$ cat config.mk
export PLATFORM = sky130hd
export DESIGN_NAME = ddrbp_core
export DESIGN_NICKNAME = d
export VERILOG_FILES = /design/src/core/ddrbp_pkg.sv /design/src/core/ddrbp_core.sv /design/src/core/ddrbp_bank.sv
export SDC_FILE = /design/constraint.sdc
export NUM_CORES = 1
export LEC_CHECK = 0
export BUFFER_PORTS_ARGS = -buffer_cell sky130_fd_sc_hd__buf_4
export CELL_PAD_IN_SITES_DETAIL_PLACEMENT = 1
export CELL_PAD_IN_SITES_GLOBAL_PLACEMENT = 1
export CORE_MARGIN = 2
export CORE_UTILIZATION = 40
export CTS_CLUSTER_SIZE = 40
export DETAILED_ROUTE_END_ITERATION = 12
export GPL_TIMING_DRIVEN = 0
export HOLD_SLACK_MARGIN = 0.08
export PLACE_DENSITY = 0.68
export SYNTH_ARGS = -nofsm -noshare
export SYNTH_HDL_FRONTEND = slang
export SYNTH_SLANG_ARGS = --single-unit
$ cat constraint.sdc
create_clock -name CORE_CLK -period 15.7 [get_ports CORE_CLK]
set_input_delay 1.57 -clock CORE_CLK [delete_from_list [all_inputs] [get_ports CORE_CLK]]
set_output_delay 1.57 -clock CORE_CLK [all_outputs]
set_load 0.05 [all_outputs]
$ cat src/core/ddrbp_pkg.sv
package ddrbp_pkg;
   // register byte offsets
   localparam logic [11:0] OFF_MODE = 12'h000;
   localparam logic [11:0] OFF_LATENCY = 12'h004;
   localparam logic [11:0] OFF_TIMING = 12'h008;
   localparam logic [11:0] OFF_STATUS = 12'h00c;
   // mode register fields
   localparam int MODE_BL_LSB = 0;
   localparam int MODE_ORDER_BIT = 3;
   localparam logic [2:0] BL_CODE_8 = 3'h3;
   localparam logic [3:0] MODE_RESET = 4'h2;
   // latency register fields
   localparam int LAT_AL_LSB = 0;
   localparam int LAT_CL_LSB = 4;
   localparam int LAT_WR_LSB = 8;
   localparam logic [10:0] LATENCY_RESET = 11'h330;
   localparam logic [2:0] CL_MIN = 3'h2;
   // timing register fields, all in clock cycles
   localparam int TIM_MIN_ACTIVE_TIME_LSB = 0;
   localparam int TIM_RTP_LSB = 8;
   localparam int TIM_TRP_LSB = 16;
   localparam logic [19:0] TIMING_RESET = 20'h32009;
   localparam logic [3:0] RTP_FLOOR = 4'h2;
   localparam logic [2:0] PREFETCH_STEP = 3'h2;
   // status register fields
   localparam int STAT_OPEN_LSB = 0;
   localparam int STAT_PRE_LSB = 8;
   localparam int STAT_WR_BIT = 16;
   localparam int STAT_RD_BIT = 17;
   // command codes on chip select, row, column and write strobes
   localparam logic [3:0] CMD_ACTIVATE = 4'h3;
   localparam logic [3:0] CMD_READ = 4'h5;
   localparam logic [3:0] CMD_WRITE = 4'h4;
   localparam logic [3:0] CMD_PRECHARGE = 4'h2;
   localparam int PRECHARGE_ALL_BIT_POS = 10;
   // pin bundle value while in reset: deselected, all else low
   localparam logic [55:0] PIN_IDLE = 56'hf0000000000000;
   // scheduled column entry layout
   localparam int ENT_VALID = 14;
   localparam int ENT_WRITE = 13;
   localparam int ENT_BANK_LSB = 10;
endpackage

$ cat src/core/ddrbp_core.sv
`timescale 1ns/1ps
module ddrbp_core #(
   parameter int NUM_BANKS = 8,
   parameter int SCHED_DEPTH = 16
) (
   // clock, reset, enable
   input wire logic CORE_CLK,
   input wire logic RESET,
   input wire logic CORE_CE,
   // command pins
   input wire logic CS_N,
   input wire logic RAS_N,
   input wire logic CAS_N,
   input wire logic WE_N,
   input wire logic BANK_SELECT_BIT0,
   input wire logic BANK_SELECT_BIT1,
   input wire logic BANK_SELECT_BIT2,
   input wire logic [12:0] ADDR,
   // write data, both beats of one clock, with one mask bit per byte
   input wire logic [31:0] DQ_PAIR,
   input wire logic [3:0] WRITE_BYTE_MASK,
   // ahb-lite slave
   input wire logic HSEL,
   input wire logic [31:0] HADDR,
   input wire logic [1:0] HTRANS,
   input wire logic HWRITE,
   input wire logic [2:0] HSIZE,
   input wire logic [31:0] HWDATA,
   input wire logic HREADY,
   output logic [31:0] HRDATA,
   output logic HREADYOUT,
   output logic HRESP,
   // array write port
   output logic ARRAY_WE,
   output logic [2:0] ARRAY_WR_BANK,
   output logic [9:0] ARRAY_WR_COL,
   output logic [31:0] ARRAY_WDATA,
   output logic [3:0] ARRAY_BYTE_EN,
   // array read port
   output logic ARRAY_RE,
   output logic [2:0] ARRAY_RD_BANK,
   output logic [9:0] ARRAY_RD_COL,
   // bank state
   output logic [7:0] BANK_OPEN,
   output logic [7:0] BANK_PRECHARGING
);
   // refuse configurations the decode and schedule cannot serve
   if (NUM_BANKS != 8 || SCHED_DEPTH < 15) begin : bad_cfg
      $error("ddrbp_core needs eight banks and a schedule depth of at least 15");
   end

   // two-flop synchroniser on every pin, data and commands delayed alike
   logic [55:0] pin_s1;
   logic [55:0] pin_s2;
   always_ff @(posedge CORE_CLK) begin
      if (RESET) begin
         pin_s1 <= ddrbp_pkg::PIN_IDLE;
         pin_s2 <= ddrbp_pkg::PIN_IDLE;
      end else if (CORE_CE) begin
         pin_s1 <= {CS_N, RAS_N, CAS_N, WE_N, BANK_SELECT_BIT2, BANK_SELECT_BIT1, BANK_SELECT_BIT0,
                    ADDR, DQ_PAIR, WRITE_BYTE_MASK};
         pin_s2 <= pin_s1;
      end
   end
   wire [3:0] cmd = pin_s2[55:52];
   wire [2:0] bank = pin_s2[51:49];
   wire [12:0] addr = pin_s2[48:36];
   wire [31:0] dq = pin_s2[35:4];
   wire [3:0] mask = pin_s2[3:0];

   // software registers
   logic [3:0] mode_reg;
   logic [10:0] lat_reg;
   logic [19:0] tim_reg;
   wire bl8 = (mode_reg[ddrbp_pkg::MODE_BL_LSB +: 3] == ddrbp_pkg::BL_CODE_8);
   wire interleave = mode_reg[ddrbp_pkg::MODE_ORDER_BIT];
   wire [2:0] half = bl8 ? 3'h4 : 3'h2;
   wire [2:0] al = lat_reg[ddrbp_pkg::LAT_AL_LSB +: 3];
   wire [2:0] cl_raw = lat_reg[ddrbp_pkg::LAT_CL_LSB +: 3];
   wire [2:0] cl = (cl_raw < ddrbp_pkg::CL_MIN) ? ddrbp_pkg::CL_MIN : cl_raw;
   wire [2:0] wrec = lat_reg[ddrbp_pkg::LAT_WR_LSB +: 3];
   wire [4:0] min_active_time = tim_reg[ddrbp_pkg::TIM_MIN_ACTIVE_TIME_LSB +: 5];
   wire [3:0] rtp_raw = tim_reg[ddrbp_pkg::TIM_RTP_LSB +: 4];
   wire [3:0] trp_raw = tim_reg[ddrbp_pkg::TIM_TRP_LSB +: 4];
   wire [3:0] row_precharge_time = (trp_raw == 4'h0) ? 4'h1 : trp_raw;
   wire [4:0] min_active_time_eff = (min_active_time == 5'h00) ? 5'h01 : min_active_time;

   // write latency from the additive and cas latencies, internal precharge delays also from the programmed burst length
   wire [3:0] wl = {1'b0, al} + {1'b0, cl} - 4'h1;
   wire [3:0] read_to_precharge_cycles = (rtp_raw < ddrbp_pkg::RTP_FLOOR) ? ddrbp_pkg::RTP_FLOOR : rtp_raw;
   wire [2:0] prefetch_ofs = bl8 ? ddrbp_pkg::PREFETCH_STEP : 3'h0;
   wire [5:0] rd_ap_delay = {3'h0, al} + {3'h0, half};
   wire [5:0] wr_ap_delay = {2'h0, wl} + {3'h0, half} + {3'h0, wrec};
   wire [5:0] rtp_delay = {3'h0, al} + {3'h0, prefetch_ofs} + {2'h0, read_to_precharge_cycles};

   // command decode
   wire is_act = (cmd == ddrbp_pkg::CMD_ACTIVATE);
   wire is_rd = (cmd == ddrbp_pkg::CMD_READ);
   wire is_wr = (cmd == ddrbp_pkg::CMD_WRITE);
   wire is_pre = (cmd == ddrbp_pkg::CMD_PRECHARGE);
   wire ap_bit = addr[ddrbp_pkg::PRECHARGE_ALL_BIT_POS];
   wire [14:0] cur_entry = {is_rd || is_wr, is_wr, bank, addr[9:0]};

   // per-bank state
   logic [7:0] bank_open;
   logic [7:0] bank_pre;
   logic [7:0] bank_ap;
   for (genvar i = 0; i < NUM_BANKS; i++) begin : g_bank
      wire hit = (bank == 3'(i));
      ddrbp_bank u_bank (
         .clk(CORE_CLK),
         .reset(RESET),
         .ce(CORE_CE),
         .activate(is_act && hit),
         .precharge(is_pre && (ap_bit || hit)),
         .access((is_rd || is_wr) && hit),
         .access_write(is_wr),
         .auto_pre(ap_bit),
         .ap_delay(is_wr ? wr_ap_delay : rd_ap_delay),
         .rtp_delay(rtp_delay),
         .min_active_time(min_active_time_eff),
         .row_precharge_time(row_precharge_time),
         .is_open(bank_open[i]),
         .is_precharging(bank_pre[i]),
         .ap_pending(bank_ap[i])
      );
   end
   assign BANK_OPEN = bank_open;
   assign BANK_PRECHARGING = bank_pre;

   // column schedule: entry k holds the access seen k+1 cycles ago
   logic [14:0] sched [0:SCHED_DEPTH-1];
   always_ff @(posedge CORE_CLK) begin
      if (RESET) begin
         for (int k = 0; k < SCHED_DEPTH; k++) begin
            sched[k] <= 15'h0;
         end
      end else if (CORE_CE) begin
         sched[0] <= cur_entry;
         for (int k = 1; k < SCHED_DEPTH; k++) begin
            sched[k] <= sched[k-1];
         end
      end
   end
   wire [14:0] rd_entry = (al == 3'h0) ? cur_entry : sched[al - 3'h1];
   wire [14:0] wr_entry = sched[wl - 4'h1];
   wire rd_tap = rd_entry[ddrbp_pkg::ENT_VALID] && !rd_entry[ddrbp_pkg::ENT_WRITE];
   wire wr_tap = wr_entry[ddrbp_pkg::ENT_VALID] && wr_entry[ddrbp_pkg::ENT_WRITE];

   // column of the first beat of beat pair k, nibble based order
   function automatic logic [2:0] beat_col(input logic [2:0] s, input logic [1:0] k, input logic ilv);
      logic [1:0] lo;
      lo = ilv ? (s[1:0] ^ {k[0], 1'b0}) : (s[1:0] + {k[0], 1'b0});
      return {s[2] ^ k[1], lo};
   endfunction

   // write burst engine; a new write tap restarts it on any bank
   logic [2:0] wr_left;
   logic [1:0] wr_k;
   logic [9:0] wr_base;
   logic [2:0] wr_bank;
   wire wr_go = wr_tap || (wr_left != 3'h0);
   wire [1:0] wr_k_now = wr_tap ? 2'h0 : wr_k;
   wire [9:0] wr_base_now = wr_tap ? wr_entry[9:0] : wr_base;
   wire [2:0] wr_bank_now = wr_tap ? wr_entry[ddrbp_pkg::ENT_BANK_LSB +: 3] : wr_bank;
   always_ff @(posedge CORE_CLK) begin
      if (RESET) begin
         wr_left <= 3'h0;
         wr_k <= 2'h0;
         wr_base <= 10'h000;
         wr_bank <= 3'h0;
      end else if (CORE_CE) begin
         wr_left <= wr_tap ? half - 3'h1 : (wr_go ? wr_left - 3'h1 : wr_left);
         wr_k <= wr_k_now + 2'h1;
         wr_base <= wr_base_now;
         wr_bank <= wr_bank_now;
      end
   end

   // read burst engine, same shape, mask never consulted
   logic [2:0] rd_left;
   logic [1:0] rd_k;
   logic [9:0] rd_base;
   logic [2:0] rd_bank;
   wire rd_go = rd_tap || (rd_left != 3'h0);
   wire [1:0] rd_k_now = rd_tap ? 2'h0 : rd_k;
   wire [9:0] rd_base_now = rd_tap ? rd_entry[9:0] : rd_base;
   wire [2:0] rd_bank_now = rd_tap ? rd_entry[ddrbp_pkg::ENT_BANK_LSB +: 3] : rd_bank;
   always_ff @(posedge CORE_CLK) begin
      if (RESET) begin
         rd_left <= 3'h0;
         rd_k <= 2'h0;
         rd_base <= 10'h000;
         rd_bank <= 3'h0;
      end else if (CORE_CE) begin
         rd_left <= rd_tap ? half - 3'h1 : (rd_go ? rd_left - 3'h1 : rd_left);
         rd_k <= rd_k_now + 2'h1;
         rd_base <= rd_base_now;
         rd_bank <= rd_bank_now;
      end
   end

   // registered array ports; the mask gates byte lanes on writes only
   always_ff @(posedge CORE_CLK) begin
      if (RESET) begin
         ARRAY_WE <= 1'b0;
         ARRAY_WR_BANK <= 3'h0;
         ARRAY_WR_COL <= 10'h000;
         ARRAY_WDATA <= 32'h00000000;
         ARRAY_BYTE_EN <= 4'h0;
         ARRAY_RE <= 1'b0;
         ARRAY_RD_BANK <= 3'h0;
         ARRAY_RD_COL <= 10'h000;
      end else if (CORE_CE) begin
         ARRAY_WE <= wr_go;
         ARRAY_WR_BANK <= wr_bank_now;
         ARRAY_WR_COL <= {wr_base_now[9:3], beat_col(wr_base_now[2:0], wr_k_now, interleave)};
         ARRAY_WDATA <= dq;
         ARRAY_BYTE_EN <= wr_go ? ~mask : 4'h0;
         ARRAY_RE <= rd_go;
         ARRAY_RD_BANK <= rd_bank_now;
         ARRAY_RD_COL <= {rd_base_now[9:3], beat_col(rd_base_now[2:0], rd_k_now, interleave)};
      end
   end

   // ahb-lite slave: zero wait states, always okay
   wire ahb_go = HSEL && HREADY && HTRANS[1];
   wire [11:0] ahb_off = HADDR[11:0];
   wire [31:0] status_word = {14'h0, ARRAY_RE, ARRAY_WE, bank_pre, bank_open};
   wire [31:0] rd_mux = (ahb_off == ddrbp_pkg::OFF_MODE) ? {28'h0000000, mode_reg} :
                        (ahb_off == ddrbp_pkg::OFF_LATENCY) ? {21'h0, lat_reg} :
                        (ahb_off == ddrbp_pkg::OFF_TIMING) ? {12'h000, tim_reg} :
                        (ahb_off == ddrbp_pkg::OFF_STATUS) ? status_word : 32'h00000000;
   logic wr_pend;
   logic [11:0] wr_off;
   always_ff @(posedge CORE_CLK) begin
      if (RESET) begin
         wr_pend <= 1'b0;
         wr_off <= 12'h000;
         HRDATA <= 32'h00000000;
         HREADYOUT <= 1'b1;
         HRESP <= 1'b0;
      end else if (CORE_CE) begin
         wr_pend <= ahb_go && HWRITE;
         wr_off <= ahb_off;
         if (ahb_go && !HWRITE) begin
            HRDATA <= rd_mux;
         end
      end
   end

   // register writes in the data phase
   always_ff @(posedge CORE_CLK) begin
      if (RESET) begin
         mode_reg <= ddrbp_pkg::MODE_RESET;
         lat_reg <= ddrbp_pkg::LATENCY_RESET;
         tim_reg <= ddrbp_pkg::TIMING_RESET;
      end else if (CORE_CE && wr_pend) begin
         if (wr_off == ddrbp_pkg::OFF_MODE) begin
            mode_reg <= HWDATA[3:0];
         end
         if (wr_off == ddrbp_pkg::OFF_LATENCY) begin
            lat_reg <= HWDATA[10:0];
         end
         if (wr_off == ddrbp_pkg::OFF_TIMING) begin
            tim_reg <= HWDATA[19:0];
         end
      end
   end
endmodule

$ cat src/core/ddrbp_bank.sv
`timescale 1ns/1ps
module ddrbp_bank (
   // clock and control
   input wire logic clk,
   input wire logic reset,
   input wire logic ce,
   // decoded commands for this bank
   input wire logic activate,
   input wire logic precharge,
   input wire logic access,
   input wire logic access_write,
   input wire logic auto_pre,
   // delays in cycles, each at least one
   input wire logic [5:0] ap_delay,
   input wire logic [5:0] rtp_delay,
   input wire logic [4:0] min_active_time,
   input wire logic [3:0] row_precharge_time,
   // bank state
   output logic is_open,
   output logic is_precharging,
   output logic ap_pending
);
   logic [4:0] ras_cnt;
   logic [5:0] ap_cnt;
   logic [5:0] rtp_cnt;
   logic [3:0] trp_cnt;

   // internal precharge waits for due time, active lockout and read-to-precharge
   wire ras_met = (ras_cnt == 5'h00);
   wire rtp_met = (rtp_cnt == 6'h00);
   wire auto_start = ap_pending && (ap_cnt == 6'h00) && ras_met && rtp_met && is_open;
   wire pre_start = (precharge && is_open) || auto_start;

   // active lockout counter
   always_ff @(posedge clk) begin
      if (reset) begin
         ras_cnt <= 5'h00;
      end else if (ce) begin
         if (activate) begin
            ras_cnt <= min_active_time - 5'h01;
         end else if (!ras_met) begin
            ras_cnt <= ras_cnt - 5'h01;
         end
      end
   end

   // read-to-precharge counter, reloaded by every read to the bank
   always_ff @(posedge clk) begin
      if (reset) begin
         rtp_cnt <= 6'h00;
      end else if (ce) begin
         if (access && !access_write) begin
            rtp_cnt <= rtp_delay - 6'h01;
         end else if (!rtp_met) begin
            rtp_cnt <= rtp_cnt - 6'h01;
         end
      end
   end

   // auto-precharge due counter; a new access with auto-precharge reloads it from the programmed length
   always_ff @(posedge clk) begin
      if (reset) begin
         ap_cnt <= 6'h00;
         ap_pending <= 1'b0;
      end else if (ce) begin
         if (ap_cnt != 6'h00) begin
            ap_cnt <= ap_cnt - 6'h01;
         end
         if (pre_start) begin
            ap_pending <= 1'b0;
         end
         if (access && auto_pre) begin
            ap_pending <= 1'b1;
            ap_cnt <= ap_delay - 6'h01;
         end
      end
   end

   // open and precharge state; precharge period begins right at the start edge
   always_ff @(posedge clk) begin
      if (reset) begin
         is_open <= 1'b0;
         is_precharging <= 1'b0;
         trp_cnt <= 4'h0;
      end else if (ce) begin
         if (pre_start) begin
            is_open <= 1'b0;
            is_precharging <= 1'b1;
            trp_cnt <= row_precharge_time - 4'h1;
         end else if (is_precharging) begin
            if (trp_cnt == 4'h0) begin
               is_precharging <= 1'b0;
            end else begin
               trp_cnt <= trp_cnt - 4'h1;
            end
         end
         if (activate) begin
            is_open <= 1'b1;
         end
      end
   end

   // helper ages for the checks below
   logic [6:0] age_act;
   logic [6:0] age_ap;
   logic [5:0] ap_hold;
   always_ff @(posedge clk) begin
      if (reset) begin
         age_act <= 7'h7f;
         age_ap <= 7'h7f;
         ap_hold <= 6'h01;
      end else if (ce) begin
         age_act <= activate ? 7'h00 : ((age_act == 7'h7f) ? age_act : age_act + 7'h01);
         age_ap <= (access && auto_pre) ? 7'h00 : ((age_ap == 7'h7f) ? age_ap : age_ap + 7'h01);
         if (access && auto_pre) begin
            ap_hold <= ap_delay;
         end
      end
   end
endmodule

==> impl_metrics.tcl, run 1 <==
set metrics [dict create \
    cts_setup_buffers 0 \
    post-route-period-util 0.351 \
    rsz0062_at_grt "no" \
    cp-end-kind "flop" \
    ant_nets 0 \
    post-place-ws_ps 9550 \
    ys.flop_type "dfxtp_1" \
    ioPinCount 245 \
    grt_start_max_net_pins 124 \
    grt_pass1_wl_um 181000 \
    yosysWarnings 0 \
    p_sw_mw 1.82 \
    setup_viol 0 \
    syn_inst 3466 \
    drt-met1-wl_um 53200 \
    ys_ff_latch 686 \
    regMostFlops "sched" \
    max-vdd-ir-drop_mv 0.0812 \
    ctsHoldBuffers 0 \
    drt_iter0_drc 2149 \
    die_h_um 296 \
    reg.largest.list "sched: 240 flops, pin_s1: 54 flops, pin_s2: 54 flops" \
    core_area_sq_um 84700 \
    finalNetCount 3954 \
    hold_viol 0 \
    worstPathRequired_ps 15980 \
    pwr-share-clk 0.330 \
    die_w_um 296 \
    tightest_slew_ps 1470 \
    synthTopCellsByArea "dfxtp_1 (26%), edfxtp_1 (21%), mux2i_1 (7.2%), mux4_2 (5.2%), nor2_1 (4.3%)" \
    worst_slack_ps 10190 \
    drive_gt1_frac 0.135 \
    first_global_vias 28261 \
    wl_per_cell_um 24.8 \
    grt_util_all_layers 0.275 \
    hold_path.class "reg2reg" \
    fin_util 0.466 \
    die_area_sq_um 87500 \
    dp_cells 4813 \
    cts_resized 0 \
    leakage_nw 16.0 \
    synth-edff-count 240 \
    critPathKind "in2reg" \
    hpwl_um 90000 \
    crit_start "CORE_CE" \
    cts_max_level 3 \
    first_pass_iters 5 \
    outcome "finished with violations" \
    clock_skew_ps 19.1 \
    fmax_ghz 0.182 \
    antenna_found_initial 2 \
    routed_wl_um 123000 \
    reg2reg_from "pin_s2[54]" \
    place_area_sq_um 37000 \
    fillers 9544 \
    drc 0 \
    timing.rr.end "g_bank[0].u_bank.ap_cnt[4]" \
    yosys-top-cells-count "dfxtp_1 (446), nor2_1 (386), nand2_1 (304)" \
    synth_top_cell_area_share 0.262 \
    row_count 107 \
    critPathLaunchType "input pin" \
    power_frac_seq 0.404 \
    cp.arrival_ps 5780 \
    fin_cells 4954 \
    avgViaCountPerCell 5.79 \
    cts.sinks 686 \
    async_reset_ff_frac 0 \
    setup_tns_ps 0 \
    relSlewSlack 0.0119 \
    wl_met2_um 58300 \
    largest_reg_flops 240 \
    cts_buffer_depth 3 \
    routabilityCongestion 0.919 \
    combPwrFrac 0.266 \
    r2r_setup_slack_ps 10690 \
    cts_tree "built" \
    finalCriticalPeriod_ps 5510 \
    syn_area_sq_um 34100 \
    via_count 28663 \
    synth_most_common_cell "dfxtp_1" \
    swShare 0.329 \
    drv_cap 1 \
    synth_top_area_cell "dfxtp_1" \
    power.internal_mw 3.72 \
    wl_met3_um 7060 \
    top_layer_used "met4" \
    pwr_density_cell_nw_per_um2 140 \
    synth_cell_types 99 \
    clk_transition_reported_paths_ps 50 \
    numCtsBuffers 79 \
    avgSynthCellArea_sq_um 9.82 \
    crit_path_max_fanout 123 \
    stdcell_area_sq_um 39500 \
    cts_root_buffer "clkbuf_16" \
    io_buffers 190 \
    r2r_cells 10 \
    grt_overflow 0 \
    clock_latency_ps 660 \
    area_growth_pct 16.0 \
    drv_slew 0 \
    initial_core_util 0.402 \
    worstHoldStart "tim_reg[7]" \
    endpoint "sched[2][6]" \
    yosysSeqAreaShare 0.474 \
    violations "max-capacitance violations" \
]
cells by family (layout without fill, tap and decap cells):
logic type	Yosys count	in the layout	synth area share
and+or+nand+nor	1319	1319	0.193
DFF	686	686	0.474
AOI/OAI and AO/OA	640	640	0.120
buffers and inverters	382	713	0.0479
muxes	341	341	0.130
adders and majority gates	73	73	0.0281
xor gates and xnor gates	23	23	0.00680
other	2	15	0.000221
placed cells by master, fill, tap and decap left out, types with 22 or more instances in the layout:
master and instances:
and3_1 174, edfxtp_1 240, a21oi_1 177, ha_1 67
nor3_1 72, nor2b_1 100, nand2_1 304, a22oi_1 52
mux2i_1 244, nor3b_1 30, o21ai_0 173, inv_1 116
mux4_2 79, buf_4 236, clkbuf_1 206, nand3_1 94
clkbuf_16 81, nor2_1 386, a211oi_1 22, dfxtp_1 446
o32ai_1 22, a221oi_1 22, a31oi_1 31
per-stage QoR:
step / power, mW / hold slack [ps]
2_1_floorplan: 3.32 / 432
3_3_place_gp: 3.68 / 441
3_5_place_dp: 3.72 / 446
4_1_cts: 5.55 / 454
5_1_grt: 5.83 / 478
6_report: 5.54 / 455
power groups by stage:
stage | registers [mW] | clock network, mW | logic, mW
after floorplan | 2.23 | 0 | 1.09
after global placement | 2.27 | 0 | 1.41
after detailed placement | 2.27 | 0 | 1.45
after CTS | 2.23 | 1.86 | 1.46
after global routing | 2.26 | 1.92 | 1.64
final | 2.24 | 1.83 | 1.47
worst min-delay path by stage:
stage,to,slack [ps],cells past startpoint
2_1_floorplan,g_bank[7].u_bank.trp_cnt[1],430,2
4_1_cts,tim_reg[12],450,2
6_report,tim_reg[7],460,2
3_5_place_dp,tim_reg[12],450,2
5_1_grt,tim_reg[5],480,2
3_3_place_gp,tim_reg[15],440,2
layout make-up:
| type | instances | area (sq um) | area share |
|---|---|---|---|
| Clock buffer | 117 | 2250 | 0.0570 |
| Clock inverter | 23 | 239 | 0.00605 |
| Multi-Input combinational cell | 2410 | 16400 | 0.414 |
| Antenna cell | 1 | 2.50 | 0.0000633 |
| Inverter | 119 | 454 | 0.0115 |
| Sequential cell | 686 | 16100 | 0.408 |
| Timing Repair Buffer | 191 | 1450 | 0.0368 |
| Tap cell | 1144 | 1430 | 0.0362 |
| Buffer | 263 | 1180 | 0.0300 |
per-layer routing:
| layer | vias to the layer above | GRT usage |
|---|---|---|
| li1 | 13113 | - |
| met1 | 14534 | 0.366 |
| met2 | 814 | 0.459 |
| met3 | 202 | 0.0389 |
| met4 | 0 | 0.0930 |
| met5 | - | 0 |
worst max-delay path, stage by stage:
cell,delay [ps]
buf_4,90
clkbuf_1,840
clkbuf_1,780
clkbuf_1,780
nor2_1,410
inv_8,640
buf_16,540
(Power assumes the default switching activity.)
==> run 2, diff against run 1 <==
Clock period 15.7 ns to 5.3 ns, I/O delays scaled along.
==> run 2 against run 1 <==
Effect of this change:
- the run now ends clean
- setup slack got worse by 9800 ps
- via count shrank 0.72%
- clock skew about the same
- routed wire length grew 0.62%
- first-iteration DRC count rose by 4.4%
- non-clock buffer count grew 6
- clock-buffer cell count is 7 higher
- register-to-register slack got worse by 10000 ps
- power grew to 3.0 times the previous value
- largest cell class unchanged
==> impl_metrics.tcl, run 2 (same netlist as run 1, synthesis figures left out) <==
set metrics [dict create \
    worstPathRequired_ps 5840 \
    hpwl_um 91000 \
    p_sw_mw 5.46 \
    cts_buffer_depth 3 \
    cts_root_buffer "clkbuf_16" \
    cts_resized 0 \
    pwr_density_cell_nw_per_um2 418 \
    routed_wl_um 124000 \
    grt_pass1_wl_um 183000 \
    avgViaCountPerCell 5.73 \
    cp.arrival_ps 5480 \
    die_w_um 296 \
    wl_per_cell_um 24.9 \
    min_path_cells 3 \
    via_count 28458 \
    final_cell_mix "dfxtp_1 (446), nor2_1 (385), nand2_1 (304)" \
    rsz0062_at_grt "no" \
    cts.sinks 686 \
    swShare 0.328 \
    grt_start_max_net_pins 45 \
    clk_transition_reported_paths_ps 60 \
    first_pass_iters 5 \
    relSlewSlack 0.0526 \
    path_cells "clkbuf_1, nor4b_1, a21o_1, clkinv_1, ha_1, nand3_1, xnor2_1, o21ai_1, a221oi_1, nor3_1" \
    io_buffers 190 \
    post-place-ws_ps 566 \
    pwr-share-clk 0.337 \
    power_frac_seq 0.399 \
    hold_path.class "in2reg" \
    drv_cap 0 \
    cp-end-kind "flop" \
    fin_cells 4965 \
    drive_gt1_frac 0.140 \
    power.internal_mw 11.2 \
    drc 0 \
    crit_path_max_fanout 10 \
    finalCriticalPeriod_ps 4940 \
    antenna_found_initial 3 \
    max-vdd-ir-drop_mv 0.241 \
    fmax_ghz 0.202 \
    r2r_setup_slack_ps 360 \
    tightest_slew_ps 1410 \
    finalNetCount 3961 \
    cts_max_level 3 \
    ioPinCount 245 \
    die_area_sq_um 87500 \
    r2r_cells 10 \
    slowest_delay_ps 950 \
    initial_core_util 0.402 \
    worst_slack_ps 361 \
    leakage_nw 16.2 \
    critPathLaunchType "flop" \
    post-route-period-util 0.932 \
    drv_slew 0 \
    clock_skew_ps 18.6 \
    area_growth_pct 16.7 \
    drt_iter0_drc 2243 \
    row_count 107 \
    die_h_um 296 \
    regMostFlops "sched" \
    critPathKind "reg2reg" \
    ant_nets 0 \
    cts_setup_buffers 0 \
    final_common_cell "dfxtp_1" \
    crit_path_top_delay_cell "nor4b_1" \
    cts_tree "built" \
    largest_reg_flops 240 \
    numCtsBuffers 80 \
    grt_util_all_layers 0.278 \
    combPwrFrac 0.264 \
    setup_viol 0 \
    core_area_sq_um 84700 \
    hold_viol 0 \
    routabilityCongestion 0.911 \
    outcome "complete, no violations" \
    reg.largest.list "sched: 240 flops, pin_s1: 54 flops, pin_s2: 54 flops" \
    first_global_vias 28407 \
    grt_overflow 0 \
    ctsHoldBuffers 0 \
    clock_latency_ps 640 \
    dp_cells 4819 \
]
[run 2: layout make-up]
type / instances / area [sq um]
fillers: 9502 / 45000
multi-input cells: 2410 / 16400
flip-flops and latches: 686 / 16100
clock buffers: 124 / 2370
repair buffers: 197 / 1550
well taps: 1144 / 1430
plain buffers: 263 / 1190
inverters: 119 / 450
clock inverters: 21 / 249
diodes: 1 / 2.50
[run 2: path summary, 6_finish.rpt]
check / from / endpoint
setup reg to reg: pin_s2[54] / g_bank[1].u_bank.ap_cnt[4]
setup / recovery: pin_s2[54] / g_bank[1].u_bank.ap_cnt[4]
hold / removal: WE_N / pin_s1[52]
hold reg to reg: g_bank[7].u_bank.trp_cnt[1] / g_bank[7].u_bank.trp_cnt[1]
[run 2: metrics by stage]
step / area [sq um] / TNS [ps] / hold WS (ps) / utilization / total power, mW
floorplan: 34100 / 0 / 432 / - / 9.82
global placement: 37000 / -678670 / 441 / 0.436 / 10.9
detailed placement: 37100 / 0 / 446 / 0.438 / 11.0
CTS: 39700 / 0 / 103 / 0.469 / 16.6
global route: 39700 / 0 / 118 / 0.469 / 17.5
finish: 39700 / 0 / 124 / 0.469 / 16.6
[run 2: critical path, delay by kind of cell, from the launching register on]
kind            cells  cell delay, ps
simple gates        3            1270
flops               1             320
fa+ha+maj           1             490
compound gates      3            1680
xor+xnor            1              70
buf+inv             2            1020
[run 2: routing by layer]
layer | up-vias | share of wire | global-route usage
met4 | 2 | 0.037 | 0.0951
met5 | - | 0.00016 | 0
met1 | 14311 | 0.44 | 0.367
met3 | 212 | 0.056 | 0.0430
met2 | 805 | 0.47 | 0.463
li1 | 13128 | - | -
[run 2: power groups by stage]
stage	Combinational (mW)	Clock [mW]	Sequential (mW)
2_1_floorplan	3.22	0	6.60
3_3_place_gp	4.20	0	6.70
3_5_place_dp	4.32	0	6.71
4_1_cts	4.35	5.67	6.61
5_1_grt	4.91	5.86	6.71
6_report	4.39	5.59	6.63
